**config.mk**
```make
export PLATFORM = sky130hd
export DESIGN_NAME = sync_ctrl
export DESIGN_NICKNAME = d
export VERILOG_FILES = /design/src/inc/sync_ctrl_pkg.sv /design/src/logic/sync_ctrl.sv
export SDC_FILE = /design/constraint.sdc
export NUM_CORES = 1
export LEC_CHECK = 0
export ABC_AREA = 1
export BUFFER_PORTS_ARGS = -buffer_cell sky130_fd_sc_hd__clkbuf_2
export CORE_ASPECT_RATIO = 0.7
export CORE_MARGIN = 3
export CORE_UTILIZATION = 41
export CTS_BUF_LIST = sky130_fd_sc_hd__clkbuf_16
export CTS_CLUSTER_SIZE = 24
export DETAILED_ROUTE_END_ITERATION = 12
export PLACE_DENSITY = 0.58
export RECOVER_POWER = 100
export SLEW_MARGIN = 20
export SYNTH_ARGS = -nofsm -noshare
export SYNTH_HDL_FRONTEND = slang
export SYNTH_SLANG_ARGS = --single-unit
```
**constraint.sdc**
```tcl
create_clock -name clk_sys -period 3.3 [get_ports clk_sys]
set_clock_uncertainty 0.2 [all_clocks]
set_input_delay 0.165 -clock clk_sys [delete_from_list [all_inputs] [get_ports clk_sys]]
set_output_delay 0.165 -clock clk_sys [all_outputs]
set_load 0.05 [all_outputs]
```
**src/inc/sync_ctrl_pkg.sv**
```systemverilog
/*
  Constants, register offsets, field positions and carrier types of the SYSREF,
  trigger and NCO synchronisation block.
  Assumes a byte-wide register port with 9-bit register indices.
*/
package sync_ctrl_pkg;

  // ********************************
  // register map
  // ********************************
  localparam logic [8:0] SYNC_CONTROL_ADDR  = 9'h1c0;
  localparam logic [8:0] TRIGGER_DELAY_ADDR = 9'h1c1;
  localparam logic [8:0] SYSREF_DELAY_ADDR  = 9'h1c2;
  localparam logic [8:0] TRIGGER_CTRL_ADDR  = 9'h1c3;
  localparam logic [8:0] DOWNCONVERTER_SYNC_CONTROL_ADDR = 9'h1c4;
  localparam logic [8:0] DDC_STATUS_ADDR    = 9'h1c5;

  // ********************************
  // reset values and field positions
  // ********************************
  localparam logic [7:0] SYNC_CONTROL_RESET  = 8'h18;
  localparam logic [7:0] TRIGGER_CTRL_RESET  = 8'h10;
  localparam logic [7:0] DOWNCONVERTER_SYNC_CONTROL_RESET = 8'h02;
  localparam logic [7:0] SYNC_CONTROL_WMASK  = 8'h0f;
  localparam logic [7:0] DDC_SYNC_WMASK      = 8'h13;
  localparam int BIT_RESYNC_SELECT   = 2;
  localparam int BIT_EDGE_DETECT     = 1;
  localparam int BIT_NCO_EVERY_PULSE = 3;
  localparam int BIT_SOFT_RESET      = 4;
  localparam int BIT_SYNC_ENABLE     = 1;
  localparam int BIT_ONE_SHOT        = 0;
  localparam int TRIG_EDGE_HI        = 7;
  localparam int TRIG_EDGE_LO        = 6;

  localparam logic [1:0] EDGE_NONE = 2'h0;
  localparam logic [1:0] EDGE_POS  = 2'h1;
  localparam logic [1:0] EDGE_NEG  = 2'h2;

  // clk_sys stands for fs/4; the fs/2 SYSREF delay runs two units per cycle
  localparam int DELAY_DEPTH = 256;

  typedef struct packed {
    logic [8:0] addr;
    logic [7:0] wdata;
    logic       wr;
    logic       rd;
  } reg_req_type;

endpackage : sync_ctrl_pkg

```
**src/logic/sync_ctrl.sv**
```systemverilog
/*
  SYSREF / trigger conditioning and down-converter NCO synchronisation.
  Assumes clk_sys is the fs/4 clock; sysref and trigger come from pins.
*/
// What this block does
// resync select 1 lets the SYSREF event resynchronise clocks, 0 never does.
// edge detect 1 turns a SYSREF rising edge into the event, 0 uses the level.
// the trigger is delayed by an 8-bit count of fs/4 cycles, zero meaning none.
// SYSREF is delayed by an 8-bit count of fs/2 cycles, reset to zero.
// trigger edge code 00 passes the level, 01 detects rise, 10 detects fall.
// soft reset bit 1 holds the down-converter in reset, 0 lets it run.
// releasing the soft reset restarts every NCO together.
// one-shot 0 syncs NCOs on every valid edge, 1 only on the next one.
// the source keeps the SYSREF period a multiple of the NCO period.
// after a one-shot sync software clears the enable before re-arming.
// without the sync enable only a soft reset release syncs the NCOs.
// every-pulse 0 resets NCOs only on a resync SYSREF, 1 on every pulse.
// a read-only flag shows the enable was cleared after a one-shot sync.
// delays act before edge detection; all actions use the delayed event.
`timescale 1ns/1ps

module sync_ctrl (
  input  wire logic                      clk_sys,
  input  wire logic                      rst_b,
  input  wire sync_ctrl_pkg::reg_req_type reg_req,
  output logic [7:0]                     reg_rdata,
  input  wire logic                      sysref_pin,
  input  wire logic                      trigger_pin,
  output logic                           clock_resync,
  output logic                           nco_sync,
  output logic                           trigger_event,
  output logic                           downconverter_reset
);
  import sync_ctrl_pkg::*;

  typedef struct packed {
    logic [2:0]             sys_sync;
    logic [2:0]             trig_sync;
    logic                   sys_level;
    logic                   trig_level;
    logic [DELAY_DEPTH-1:0] sys_line;
    logic [DELAY_DEPTH-1:0] trig_line;
    logic                   sys_prev;
    logic                   trig_prev;
    logic [7:0]             sync_control;
    logic [7:0]             trigger_delay;
    logic [7:0]             sysref_delay;
    logic [7:0]             trigger_control;
    logic [7:0]             ddc_ctrl;
    logic                   one_shot_done;
    logic                   clear_flag;
    logic                   soft_prev;
    logic [7:0]             rdata;
    logic                   clock_resync;
    logic                   nco_sync;
    logic                   trigger_event;
    logic                   ddc_reset;
  } state_type;

  state_type st;
  state_type next_st;

  // delayed tap: index 0 is the synchronised level one cycle late
  function automatic logic tap(input logic [DELAY_DEPTH-1:0] line, input logic [7:0] n);
    tap = line[n];
  endfunction : tap

  // combinational views of the delayed pins; they hold no state of their own
  logic sys_d;
  logic trig_d;
  logic sys_evt;
  logic trig_evt;
  logic [7:0] sys_taps;

  // ********************************
  // next state
  // ********************************
  always_comb begin
    next_st = st;
    // three-stage synchronisers; stage 0 feeds only stage 1
    next_st.sys_sync  = {st.sys_sync[1:0], sysref_pin};
    next_st.trig_sync = {st.trig_sync[1:0], trigger_pin};
    if (st.sys_sync[1] == st.sys_sync[2]) next_st.sys_level = st.sys_sync[2];
    if (st.trig_sync[1] == st.trig_sync[2]) next_st.trig_level = st.trig_sync[2];
    next_st.sys_line  = {st.sys_line[DELAY_DEPTH-2:0], st.sys_level};
    next_st.trig_line = {st.trig_line[DELAY_DEPTH-2:0], st.trig_level};
    // two fs/2 units per clk_sys cycle; odd counts round up by one
    sys_taps = 8'((9'(st.sysref_delay) + 9'h1) >> 1);
    sys_d  = (st.sysref_delay == 8'h0) ? st.sys_level : tap(st.sys_line, sys_taps - 8'h1);
    trig_d = (st.trigger_delay == 8'h0) ? st.trig_level
                                          : tap(st.trig_line, st.trigger_delay - 8'h1);
    next_st.sys_prev  = sys_d;
    next_st.trig_prev = trig_d;
    // edge detection after the delay line
    sys_evt = st.sync_control[BIT_EDGE_DETECT] ? (sys_d & ~st.sys_prev) : sys_d;
    case (st.trigger_control[TRIG_EDGE_HI:TRIG_EDGE_LO])
      EDGE_NONE: trig_evt = trig_d;
      EDGE_POS:  trig_evt = trig_d & ~st.trig_prev;
      EDGE_NEG:  trig_evt = ~trig_d & st.trig_prev;
      default:   trig_evt = 1'b0;
    endcase
    next_st.trigger_event = trig_evt;
    next_st.clock_resync  = sys_evt & st.sync_control[BIT_RESYNC_SELECT];
    next_st.ddc_reset     = st.ddc_ctrl[BIT_SOFT_RESET];
    next_st.soft_prev     = st.ddc_ctrl[BIT_SOFT_RESET];
    next_st.nco_sync = 1'b0;
    // coherent restart of all NCOs on the falling edge of soft reset
    if (st.soft_prev && !st.ddc_ctrl[BIT_SOFT_RESET]) next_st.nco_sync = 1'b1;
    if (sys_evt && st.ddc_ctrl[BIT_SYNC_ENABLE] && !st.one_shot_done &&
        (st.sync_control[BIT_NCO_EVERY_PULSE] || st.sync_control[BIT_RESYNC_SELECT])) begin
      next_st.nco_sync = 1'b1;
      if (st.ddc_ctrl[BIT_ONE_SHOT]) next_st.one_shot_done = 1'b1;
    end
    // register writes
    if (reg_req.wr) begin
      case (reg_req.addr)
        SYNC_CONTROL_ADDR:  next_st.sync_control = (reg_req.wdata & SYNC_CONTROL_WMASK)
                                                 | (SYNC_CONTROL_RESET & ~SYNC_CONTROL_WMASK);
        TRIGGER_DELAY_ADDR: next_st.trigger_delay = reg_req.wdata;
        SYSREF_DELAY_ADDR:  next_st.sysref_delay = reg_req.wdata;
        TRIGGER_CTRL_ADDR:  next_st.trigger_control = reg_req.wdata;
        DOWNCONVERTER_SYNC_CONTROL_ADDR: next_st.ddc_ctrl = reg_req.wdata & DDC_SYNC_WMASK;
        default: ;
      endcase
    end
    // clearing the enable after a one-shot re-arms and raises the flag
    if (!next_st.ddc_ctrl[BIT_SYNC_ENABLE] && st.one_shot_done) begin
      next_st.one_shot_done = 1'b0;
      next_st.clear_flag    = 1'b1;
    end
    if (next_st.ddc_ctrl[BIT_SYNC_ENABLE] && !st.ddc_ctrl[BIT_SYNC_ENABLE])
      next_st.clear_flag = 1'b0; // re-arming starts a new cycle
    // read data stands the cycle after the strobe only
    next_st.rdata = 8'h0;
    if (reg_req.rd) begin
      case (reg_req.addr)
        SYNC_CONTROL_ADDR:  next_st.rdata = st.sync_control;
        TRIGGER_DELAY_ADDR: next_st.rdata = st.trigger_delay;
        SYSREF_DELAY_ADDR:  next_st.rdata = st.sysref_delay;
        TRIGGER_CTRL_ADDR:  next_st.rdata = st.trigger_control;
        DOWNCONVERTER_SYNC_CONTROL_ADDR: next_st.rdata = st.ddc_ctrl;
        DDC_STATUS_ADDR:    next_st.rdata = {7'h0, st.clear_flag};
        default:            next_st.rdata = 8'h0;
      endcase
    end
  end

  // ********************************
  // state register
  // ********************************
  // the whole state moves as one word, so fields never disagree by a cycle
  always_ff @(posedge clk_sys or negedge rst_b) begin
    if (!rst_b) begin
      st <= '0;
      st.sync_control    <= SYNC_CONTROL_RESET;
      st.trigger_control <= TRIGGER_CTRL_RESET;
      st.ddc_ctrl        <= DOWNCONVERTER_SYNC_CONTROL_RESET;
    end else begin
      st <= next_st;
    end
  end

  // every output is a field of the state register, so none of them glitches
  assign reg_rdata           = st.rdata;
  assign clock_resync        = st.clock_resync;
  assign nco_sync            = st.nco_sync;
  assign trigger_event       = st.trigger_event;
  assign downconverter_reset = st.ddc_reset;

  // ********************************
  // checks
  // ********************************
  // the soft reset bit reaches the pin two edges after its write
  property p_soft_reset;
    @(posedge clk_sys) disable iff (!rst_b)
      (reg_req.wr && reg_req.addr == DOWNCONVERTER_SYNC_CONTROL_ADDR) |=> ##1
        (downconverter_reset == $past(reg_req.wdata[BIT_SOFT_RESET], 2));
  endproperty
  a_soft_reset: assert property (p_soft_reset) else $error("soft reset not applied");

  // dropping the soft reset restarts the nco one edge later
  property p_release;
    @(posedge clk_sys) disable iff (!rst_b)
      $fell(st.ddc_ctrl[BIT_SOFT_RESET]) |=> nco_sync;
  endproperty
  a_release: assert property (p_release) else $error("no nco restart on release");

  // with resync deselected the clocks are never disturbed
  property p_resync_off;
    @(posedge clk_sys) disable iff (!rst_b)
      !st.sync_control[BIT_RESYNC_SELECT] |=> !clock_resync;
  endproperty
  a_resync_off: assert property (p_resync_off) else $error("resync while disabled");

  // without the enable only a soft reset release may align the nco
  property p_no_enable;
    @(posedge clk_sys) disable iff (!rst_b)
      (!st.ddc_ctrl[BIT_SYNC_ENABLE] && !(st.soft_prev && !st.ddc_ctrl[BIT_SOFT_RESET]))
        |=> !nco_sync;
  endproperty
  a_no_enable: assert property (p_no_enable) else $error("nco sync without enable");

  // the cycle after a one-shot alignment is quiet
  property p_one_shot;
    @(posedge clk_sys) disable iff (!rst_b)
      (nco_sync && st.ddc_ctrl[BIT_ONE_SHOT] && st.one_shot_done && st.ddc_ctrl[BIT_SYNC_ENABLE]
       && !st.soft_prev) |=> !nco_sync || $past(st.soft_prev);
  endproperty
  a_one_shot: assert property (p_one_shot) else $error("one-shot synced twice");

  property p_every_pulse;
    @(posedge clk_sys) disable iff (!rst_b)
      (!st.sync_control[BIT_NCO_EVERY_PULSE] && !st.sync_control[BIT_RESYNC_SELECT]
       && st.soft_prev == st.ddc_ctrl[BIT_SOFT_RESET]) |=> !nco_sync;
  endproperty
  a_every_pulse: assert property (p_every_pulse) else $error("nco reset w/o resync");

  property p_trig_none;
    @(posedge clk_sys) disable iff (!rst_b)
      (st.trigger_control[TRIG_EDGE_HI:TRIG_EDGE_LO] == EDGE_NONE && st.trigger_delay == 8'h0)
        |=> trigger_event == $past(st.trig_level);
  endproperty
  a_trig_none: assert property (p_trig_none) else $error("trigger level not passed");

  property p_sys_level;
    @(posedge clk_sys) disable iff (!rst_b)
      (!st.sync_control[BIT_EDGE_DETECT] && st.sync_control[BIT_RESYNC_SELECT]
       && st.sysref_delay == 8'h0) |=> clock_resync == $past(st.sys_level);
  endproperty
  a_sys_level: assert property (p_sys_level) else $error("sysref level not used");

  property p_flag;
    @(posedge clk_sys) disable iff (!rst_b)
      (st.one_shot_done && reg_req.wr && reg_req.addr == DOWNCONVERTER_SYNC_CONTROL_ADDR
       && !reg_req.wdata[BIT_SYNC_ENABLE]) |=> st.clear_flag;
  endproperty
  a_flag: assert property (p_flag) else $error("clear flag not set");

  // an accepted trigger edge is a single-cycle strobe while the edge code stands still
  property p_trig_once;
    @(posedge clk_sys) disable iff (!rst_b)
      (trigger_event && st.trigger_control[TRIG_EDGE_HI:TRIG_EDGE_LO] != EDGE_NONE
       && $stable(st.trigger_control)) |=> !trigger_event;
  endproperty
  a_trig_once: assert property (p_trig_once) else $error("trigger edge held too long");

  // the spare edge code must keep the trigger output quiet
  property p_trig_spare;
    @(posedge clk_sys) disable iff (!rst_b)
      (&st.trigger_control[TRIG_EDGE_HI:TRIG_EDGE_LO]) |=> !trigger_event;
  endproperty
  a_trig_spare: assert property (p_trig_spare) else $error("trigger on spare code");

  // in edge mode a SYSREF event cannot last past one cycle
  property p_sys_once;
    @(posedge clk_sys) disable iff (!rst_b)
      (clock_resync && st.sync_control[BIT_EDGE_DETECT] && $stable(st.sync_control))
        |=> !clock_resync;
  endproperty
  a_sys_once: assert property (p_sys_once) else $error("sysref edge held too long");

  // a selected resync must reach the clock resync output
  property p_resync_on;
    @(posedge clk_sys) disable iff (!rst_b)
      (sys_evt && st.sync_control[BIT_RESYNC_SELECT]) |=> clock_resync;
  endproperty
  a_resync_on: assert property (p_resync_on) else $error("selected resync lost");

  // every-pulse mode aligns the nco on each enabled event
  property p_every_sync;
    @(posedge clk_sys) disable iff (!rst_b)
      (sys_evt && st.sync_control[BIT_NCO_EVERY_PULSE] && st.ddc_ctrl[BIT_SYNC_ENABLE]
       && !st.one_shot_done) |=> nco_sync;
  endproperty
  a_every_sync: assert property (p_every_sync) else $error("every-pulse nco sync lost");

  // once the one-shot edge is used only a soft reset release may align again
  property p_one_shot_hold;
    @(posedge clk_sys) disable iff (!rst_b)
      (st.one_shot_done && !(st.soft_prev && !st.ddc_ctrl[BIT_SOFT_RESET])) |=> !nco_sync;
  endproperty
  a_one_shot_hold: assert property (p_one_shot_hold) else $error("spent one-shot synced");

  // setting the enable again starts a fresh cycle with the status flag low
  property p_flag_clear;
    @(posedge clk_sys) disable iff (!rst_b)
      (reg_req.wr && reg_req.addr == DOWNCONVERTER_SYNC_CONTROL_ADDR && reg_req.wdata[BIT_SYNC_ENABLE]
       && !st.ddc_ctrl[BIT_SYNC_ENABLE]) |=> !st.clear_flag;
  endproperty
  a_flag_clear: assert property (p_flag_clear) else $error("clear flag not reset");

  // a set soft reset bit keeps the down-converter held until it is rewritten
  property p_soft_hold;
    @(posedge clk_sys) disable iff (!rst_b)
      (st.ddc_ctrl[BIT_SOFT_RESET] && !(reg_req.wr && reg_req.addr == DOWNCONVERTER_SYNC_CONTROL_ADDR))
        |=> downconverter_reset ##1 downconverter_reset;
  endproperty
  a_soft_hold: assert property (p_soft_hold) else $error("soft reset dropped");

  // read data stand only in the cycle after a read strobe, zero elsewhere
  property p_rdata_idle;
    @(posedge clk_sys) disable iff (!rst_b)
      !reg_req.rd |=> reg_rdata == 8'h0;
  endproperty
  a_rdata_idle: assert property (p_rdata_idle) else $error("read data outside read cycle");

endmodule : sync_ctrl

```
==> results of run 1 <==
## kinds of logic (layout without fill, tap and decap cells)
| kind of cell | Yosys count | after routing | synth area share [%] |
|---|---|---|---|
| AND/OR/NAND/NOR | 966 | 966 | 19.7 |
| flip-flops | 567 | 567 | 68.2 |
| AO/OA/AOI/OAI | 264 | 264 | 6.95 |
| buffers and inverters | 181 | 316 | 4.17 |
| XOR/XNOR | 10 | 10 | 0.619 |
| adder cells (fa/ha/maj) | 7 | 7 | 0.397 |
## sequential cells by signal, indices dropped and copies added, names as in the netlist
| name | count |
|---|---|
| reg_rdata | 8 |
| downconverter_reset | 1 |
| trigger_event | 1 |
| st | 38 |
| nco_sync | 1 |
| next_st | 517 |
| clock_resync | 1 |
## cells in the final DEF (no fill, tap or decap), types with 3 or more instances in the layout
cell           count
nand2_2            8
clkbuf_1          18
nand4_2            3
buf_6              3
nand3_2            5
nand4_1            4
buf_12            17
nor2_2             3
nor4_1             3
xor2_1             5
nand2_4            3
nand3b_1           3
nor2_4             3
a221oi_1           5
inv_1             70
nor2_1           174
dlygate4sd3_1     41
a21oi_1            6
o22ai_1           64
dfrtp_1          563
nand2_1          505
nand3_1          244
dfstp_2            3
o21ai_1           12
o21ai_0          168
clkinv_1          11
inv_2              9
clkinv_2          15
clkbuf_16         57
nor3_1             4
o221ai_1           3
buf_4             37
clkbuf_2          23
bufinv_16          5
## through the flow
stage	util [%]	hold slack [ns]
2_1_floorplan	-	-0.331
3_3_place_gp	44.4	0.0548
3_5_place_dp	44.4	0.0656
4_1_cts	48.6	0.0656
5_1_grt	48.8	0.0807
6_report	48.8	0.0113
## cell type report
type                            count  share of cell area (%)
Tap cell                          665                    3.43
Inverter                           70                    1.11
Sequential cell                   567                    58.6
Timing Repair Buffer              147                    5.82
Clock inverter                     45                    1.40
Clock buffer                       54                    5.58
Multi-Input combinational cell   1247                    24.0
## critical path, cell delays in order
cell           delay, ns
dlygate4sd3_1       0.54
clkbuf_1            0.13
nor4_1              0.27
dlygate4sd3_1       0.58
inv_1               0.07
nor2_4              0.12
inv_2               0.10
nor2_4              0.12
buf_6               0.14
nand2_1             0.05
dlygate4sd3_1       0.54
o21ai_0             0.08
dlygate4sd3_1       0.58
## power by group through the flow
stage	Sequential, mW	Combinational (mW)	Clock [mW]
3_3_place_gp	7.29	1.23	0
5_1_grt	7.19	1.44	6.45
2_1_floorplan	7.28	0.692	0
3_5_place_dp	7.30	1.24	0
4_1_cts	7.17	1.27	6.13
6_report	7.18	1.28	5.97
## what timing repair did
action	in CTS	in global routing
setup buffers	0	1
hold endpoints to repair	376	0
resized for setup	0	16
hold buffers	41	0
endpoints found under the setup margin	0	12
## Yosys cell counts (all sizes together), types with 2 or more instances
master	number	area [um^2]
xor2	9	120
inv	70	265
o21ai	182	915
nand3	250	1280
nor2	180	691
nand3b	3	22.5
and3	2	12.5
a21oi	6	30.0
nor3	4	20.0
ha	5	62.6
dfrtp	564	14100
buf	68	440
nand2	516	1980
maj3	2	20.0
clkbuf	43	161
a221oi	5	43.8
o221ai	3	26.3
nor4	3	18.8
nand4	7	62.6
o22ai	64	400
dfstp	3	78.8
## worst max-delay path by stage
| stage | slack (ns) | from | depth (start not counted) | to |
|---|---|---|---|---|
| after floorplan | 0.03 | st[31]$_DFFE_PN0P_ | 22 | st[14]$_DFFE_PN0P_ |
| after global placement | 0.19 | st[31]$_DFFE_PN0P_ | 16 | st[14]$_DFFE_PN0P_ |
| after detailed placement | 0.19 | st[39]$_DFFE_PN0P_ | 18 | trigger_event$_DFF_PN0_ |
| after CTS | 0.07 | reg_req[13] | 13 | st[40]$_DFFE_PN0P_ |
| after global routing | 0.005 | st[31]$_DFFE_PN0P_ | 19 | st[14]$_DFFE_PN0P_ |
| final | 0.15 | reg_req[13] | 13 | st[46]$_DFFE_PN0P_ |
## layer usage
| metal | vias up | track usage (%) | wire, um |
|---|---|---|---|
| met1 | 7148 | 29.1 | 24300 |
| met2 | 377 | 24.2 | 19200 |
| met4 | 0 | 4.94 | 850 |
| met5 | - | 0 | 0 |
| met3 | 59 | 3.37 | 2870 |
| li1 | 6753 | - | - |
==> impl_metrics.toml, run 1 <==
[critical_path]
reg2regPathDepth = 19
rr_endpoint = "st[14]$_DFFE_PN0P_"
cp_max_fo = 8
end_kind = "flip-flop"
rr_startpoint = "st[31]$_DFFE_PN0P_"
crit_arrival_ns = 3.49
cp_data_required_time_ns = 3.63
worstSetupPathType = "in -> reg"
reg2reg_slack_ns = 0.17
start_kind = "primary input"

[floorplan]
die_h_um = 195
row_count = 68
coreArea_mm2 = 0.0497
dieArea_mm2 = 0.0536
die_w_um = 275
start_util_pct = 41.9
io_pins = 35

[timing]
worst_pin_slew_ns = 1.89
fin_ws_ns = 0.147
rsz0062_at_grt = "false"
fin_crit_ns = 3.15
finalSetupTns_ns = 0
maxSlewViolCount = 219
final_hold_viol_count = 0
final.period_utilization_pct = 95.6
setup_viol = 0
fmax_ghz = 0.317
relSlewSlack_pct = -26.0

[routing]
vias = 14300
first_pass_iters = 5
wl_mm = 47.2
dr.first_iter.drc_count = 1216
drcViolationCount = 0
ant_nets = 0
via_per_inst = 5.13
wire_per_inst_um = 16.9

[layout]
design_area_mm2 = 0.0242
area_delta_synth_final_pct = 16.4
nFillCells = 4518
drive_gt1_share_pct = 10.2
antenna_cells = 0
multi_input_area_mm2 = 0.00583
seq_area_mm2 = 0.0142
instances_no_fill = 2795
nets = 2115

[yosys]
syn_inst = 1995
synth_edf_count = 0
ys_seq_area_share_pct = 68.2
synth-seq-cells = 567
synthDistinctLibCells = 43
ys_async_sr_fraction_pct = 100
yosys_warnings = 0
synth_nets = 2023
synth_ff_type = "dfrtp_1"
syn-cell-area_mm2 = 0.0208
syn_area_per_cell_um2 = 10.4

[grt]
grt_first_pass_wirelength_mm = 77.8
grt_usage_pct = 17.9
grt_pass1_vias = 14400
grt_start_max_net_pins = 130
grt-ovfl-total = 0
antenna_found_initial = 0

[cts]
cts_buffers = 54
tritoncts = "yes"
clock_path_buffers = 3
cts_max_level = 2
clk_latency_ns = 0.60
clockRootBuffer = "clkbuf_16"
cts.clk_slew.worst_paths_ns = 0.06
clock_sinks = 567

[pwr]
pwr-share-clk_pct = 41.4
power.density_mw_per_mm2 = 596
switching_share_pct = 24.6
p_leak_nw = 11.6
ir_drop_mv = 0.402
share_comb_of_total_power_pct = 8.9
pwr-share-seq_pct = 49.7
power_mw = 14.4
p_sw_mw = 3.54
p_int_mw = 10.9

[placement]
pre_cts_ws_ns = 0.190
placed_area_mm2 = 0.0220
dp_cells = 2650
dpl.hpwl_mm = 27.0
place_congestion = 0.839
io_buffer_count = 34

[run_status]
violations = "max-capacitance violations, max-slew violations"
outcome = "finished, violations left"

[flow_run]
maxCapViolCount = 4

[worst_hold_path]
hp-class = "in -> async"
Note: power is estimated with default switching activity, not from simulation.
==> run 2, diff against run 1 <==
--- a/config.mk
+++ b/config.mk
@@ -13,7 +13,7 @@
 export CTS_BUF_LIST = sky130_fd_sc_hd__clkbuf_16
 export CTS_CLUSTER_SIZE = 24
 export DETAILED_ROUTE_END_ITERATION = 12
-export PLACE_DENSITY = 0.58
+export PLACE_DENSITY = 0.56
 export RECOVER_POWER = 100
 export SLEW_MARGIN = 20
 export SYNTH_ARGS = -nofsm -noshare
==> constraint.sdc (replaced) <==
create_clock -name clk_sys -period 3.28 [get_ports clk_sys]
set_clock_uncertainty 0.2 [all_clocks]
set_input_delay 0.164 -clock clk_sys [delete_from_list [all_inputs] [get_ports clk_sys]]
set_output_delay 0.164 -clock clk_sys [all_outputs]
set_load 0.05 [all_outputs]
==> impl_metrics.toml, run 2 (same netlist as run 1, synthesis figures left out) <==
[critical_path]
cp_data_required_time_ns = 3.61
worstSetupPathType = "in -> reg"
cp_max_fo = 16
start_kind = "primary input"
end_kind = "flip-flop"
crit_arrival_ns = 3.46

[timing]
fmax_ghz = 0.319
setup_viol = 0
fin_crit_ns = 3.14
final_hold_viol_count = 0
relSlewSlack_pct = -20.1
finalSetupTns_ns = 0
worst_pin_slew_ns = 1.80
final.period_utilization_pct = 95.6
maxSlewViolCount = 197

[cts]
cts.clk_slew.worst_paths_ns = 0.07
tritoncts = "yes"
clk_latency_ns = 0.58
clock_path_buffers = 3
clockRootBuffer = "clkbuf_16"
cts_max_level = 2
clock_sinks = 567
cts_buffers = 53

[pwr]
ir_drop_mv = 0.430
power.density_mw_per_mm2 = 592
p_leak_nw = 11.5
power_mw = 14.3

[layout]
nets = 2113
area_delta_synth_final_pct = 16.2
largest_reg_flops = 517
final_cell_mix = "dfrtp_1 (563), nand2_1 (505), nand3_1 (244)"
final_common_cell = "dfrtp_1"
antenna_cells = 0
instances_no_fill = 2790
drive_gt1_share_pct = 9.93

[grt]
grt_usage_pct = 18.0
grt-ovfl-total = 0
top_usage_layer = "met1"
met3_usage_pct = 3.68
grt_use_met2_pct = 24.3
grt_first_pass_wirelength_mm = 77.9
grt_pass1_vias = 14400
use_met1_pct = 29.3
antenna_found_initial = 0
grt_start_max_net_pins = 132

[routing]
dr.first_iter.drc_count = 1084
first_pass_iters = 5
via_per_inst = 5.13
vias = 14300
wl_mm = 47.4
drcViolationCount = 0
ant_nets = 0
wire_per_inst_um = 17.0

[floorplan]
dieArea_mm2 = 0.0536
start_util_pct = 41.9
die_h_um = 195
row_count = 68
die_w_um = 275
coreArea_mm2 = 0.0497
io_pins = 35

[placement]
dp_cells = 2647
io_buffer_count = 34
place_congestion = 0.825
dpl.hpwl_mm = 27.0

[flow_run]
maxCapViolCount = 3

[run_status]
outcome = "finished, violations left"
violations = "max-capacitance violations, max-slew violations"

[worst_hold_path]
hp-class = "in -> reg"
==> run 2: cell count changes in the layout (fill, tap and decap cells not counted), moves of 3 or more <==
| cell | before | now |
|---|---|---|
| clkbuf_2 | 23 | 20 |
| clkinv_2 | 15 | 8 |
| clkinv_1 | 11 | 19 |
| buf_12 | 17 | 22 |
| buf_6 | 3 | 0 |
| inv_1 | 70 | 67 |
| clkinvlp_4 | 0 | 3 |
==> run 2: power breakdown <==
| part | switching [mW] | total [mW] | internal (mW) |
|---|---|---|---|
| Clock | 2.58 | 5.80 | 3.21 |
| Sequential | 0.0815 | 7.22 | 7.13 |
| Combinational | 0.863 | 1.31 | 0.452 |
| Total | 3.53 | 14.3 | 10.8 |
==> run 2: timing repair <==
item / CTS / global route
gates resized for setup: 0 / 12
hold buffers: 41 / 0
buffers inserted: 0 / 4
endpoints found under the hold margin: 606 / 0
endpoints found under the setup margin: 0 / 7
==> run 2: critical path, stage by stage <==
cell and delay, ns:
dlygate4sd3_1 0.53, clkbuf_2 0.13, nand2_1 0.09, dlygate4sd3_1 0.57
nor2_1 0.10, dlygate4sd3_1 0.56, buf_4 0.17, nand2_1 0.31
o21ai_0 0.25, dlygate4sd3_1 0.58
==> run 2: path summary, 6_finish.rpt <==
check	start	end	slack (ns)	cells after the start
min reg2reg	next_st[575]$_DFF_PN0_	next_st[576]$_DFF_PN0_	0.15	0
max reg2reg	st[31]$_DFFE_PN0P_	st[14]$_DFFE_PN0P_	0.24	19
min	reg_req[0]	reg_rdata[6]$_DFF_PN0_	0.15	4
max	reg_req[18]	st[27]$_DFFE_PN1P_	0.14	10
max in group asynchronous	rst_b	next_st[466]$_DFF_PN0_	0.61	3
min in group asynchronous	rst_b	next_st[257]$_DFF_PN0_	0.68	3
==> run 2: cell type report <==
type,instances,area [um^2]
Fill cell,4565,25500
Sequential cell,567,14200
Multi-Input combinational cell,1247,5820
Timing Repair Buffer,146,1450
Clock buffer,54,1350
Tap cell,665,832
Clock inverter,41,273
Inverter,70,269
==> run 2: through the flow <==
step	worst slack [ns]	cell area, um^2	hold WS, ns	util, %
2_1_floorplan	0.00818	20800	-0.332	-
3_3_place_gp	0.162	22100	-0.120	44.4
3_5_place_dp	0.119	22100	-0.115	44.4
4_1_cts	0.0485	24100	0.0397	48.5
5_1_grt	-0.0339	24200	0.160	48.7
6_report	0.145	24200	0.150	48.7
==> run 2: per-layer routing <==
| metal | vias up | part of all wire [%] |
|---|---|---|
| li1 | 6749 | - |
| met1 | 7172 | 52 |
| met2 | 316 | 41 |
| met3 | 62 | 5.7 |
| met4 | 0 | 1.7 |
| met5 | - | 0 |
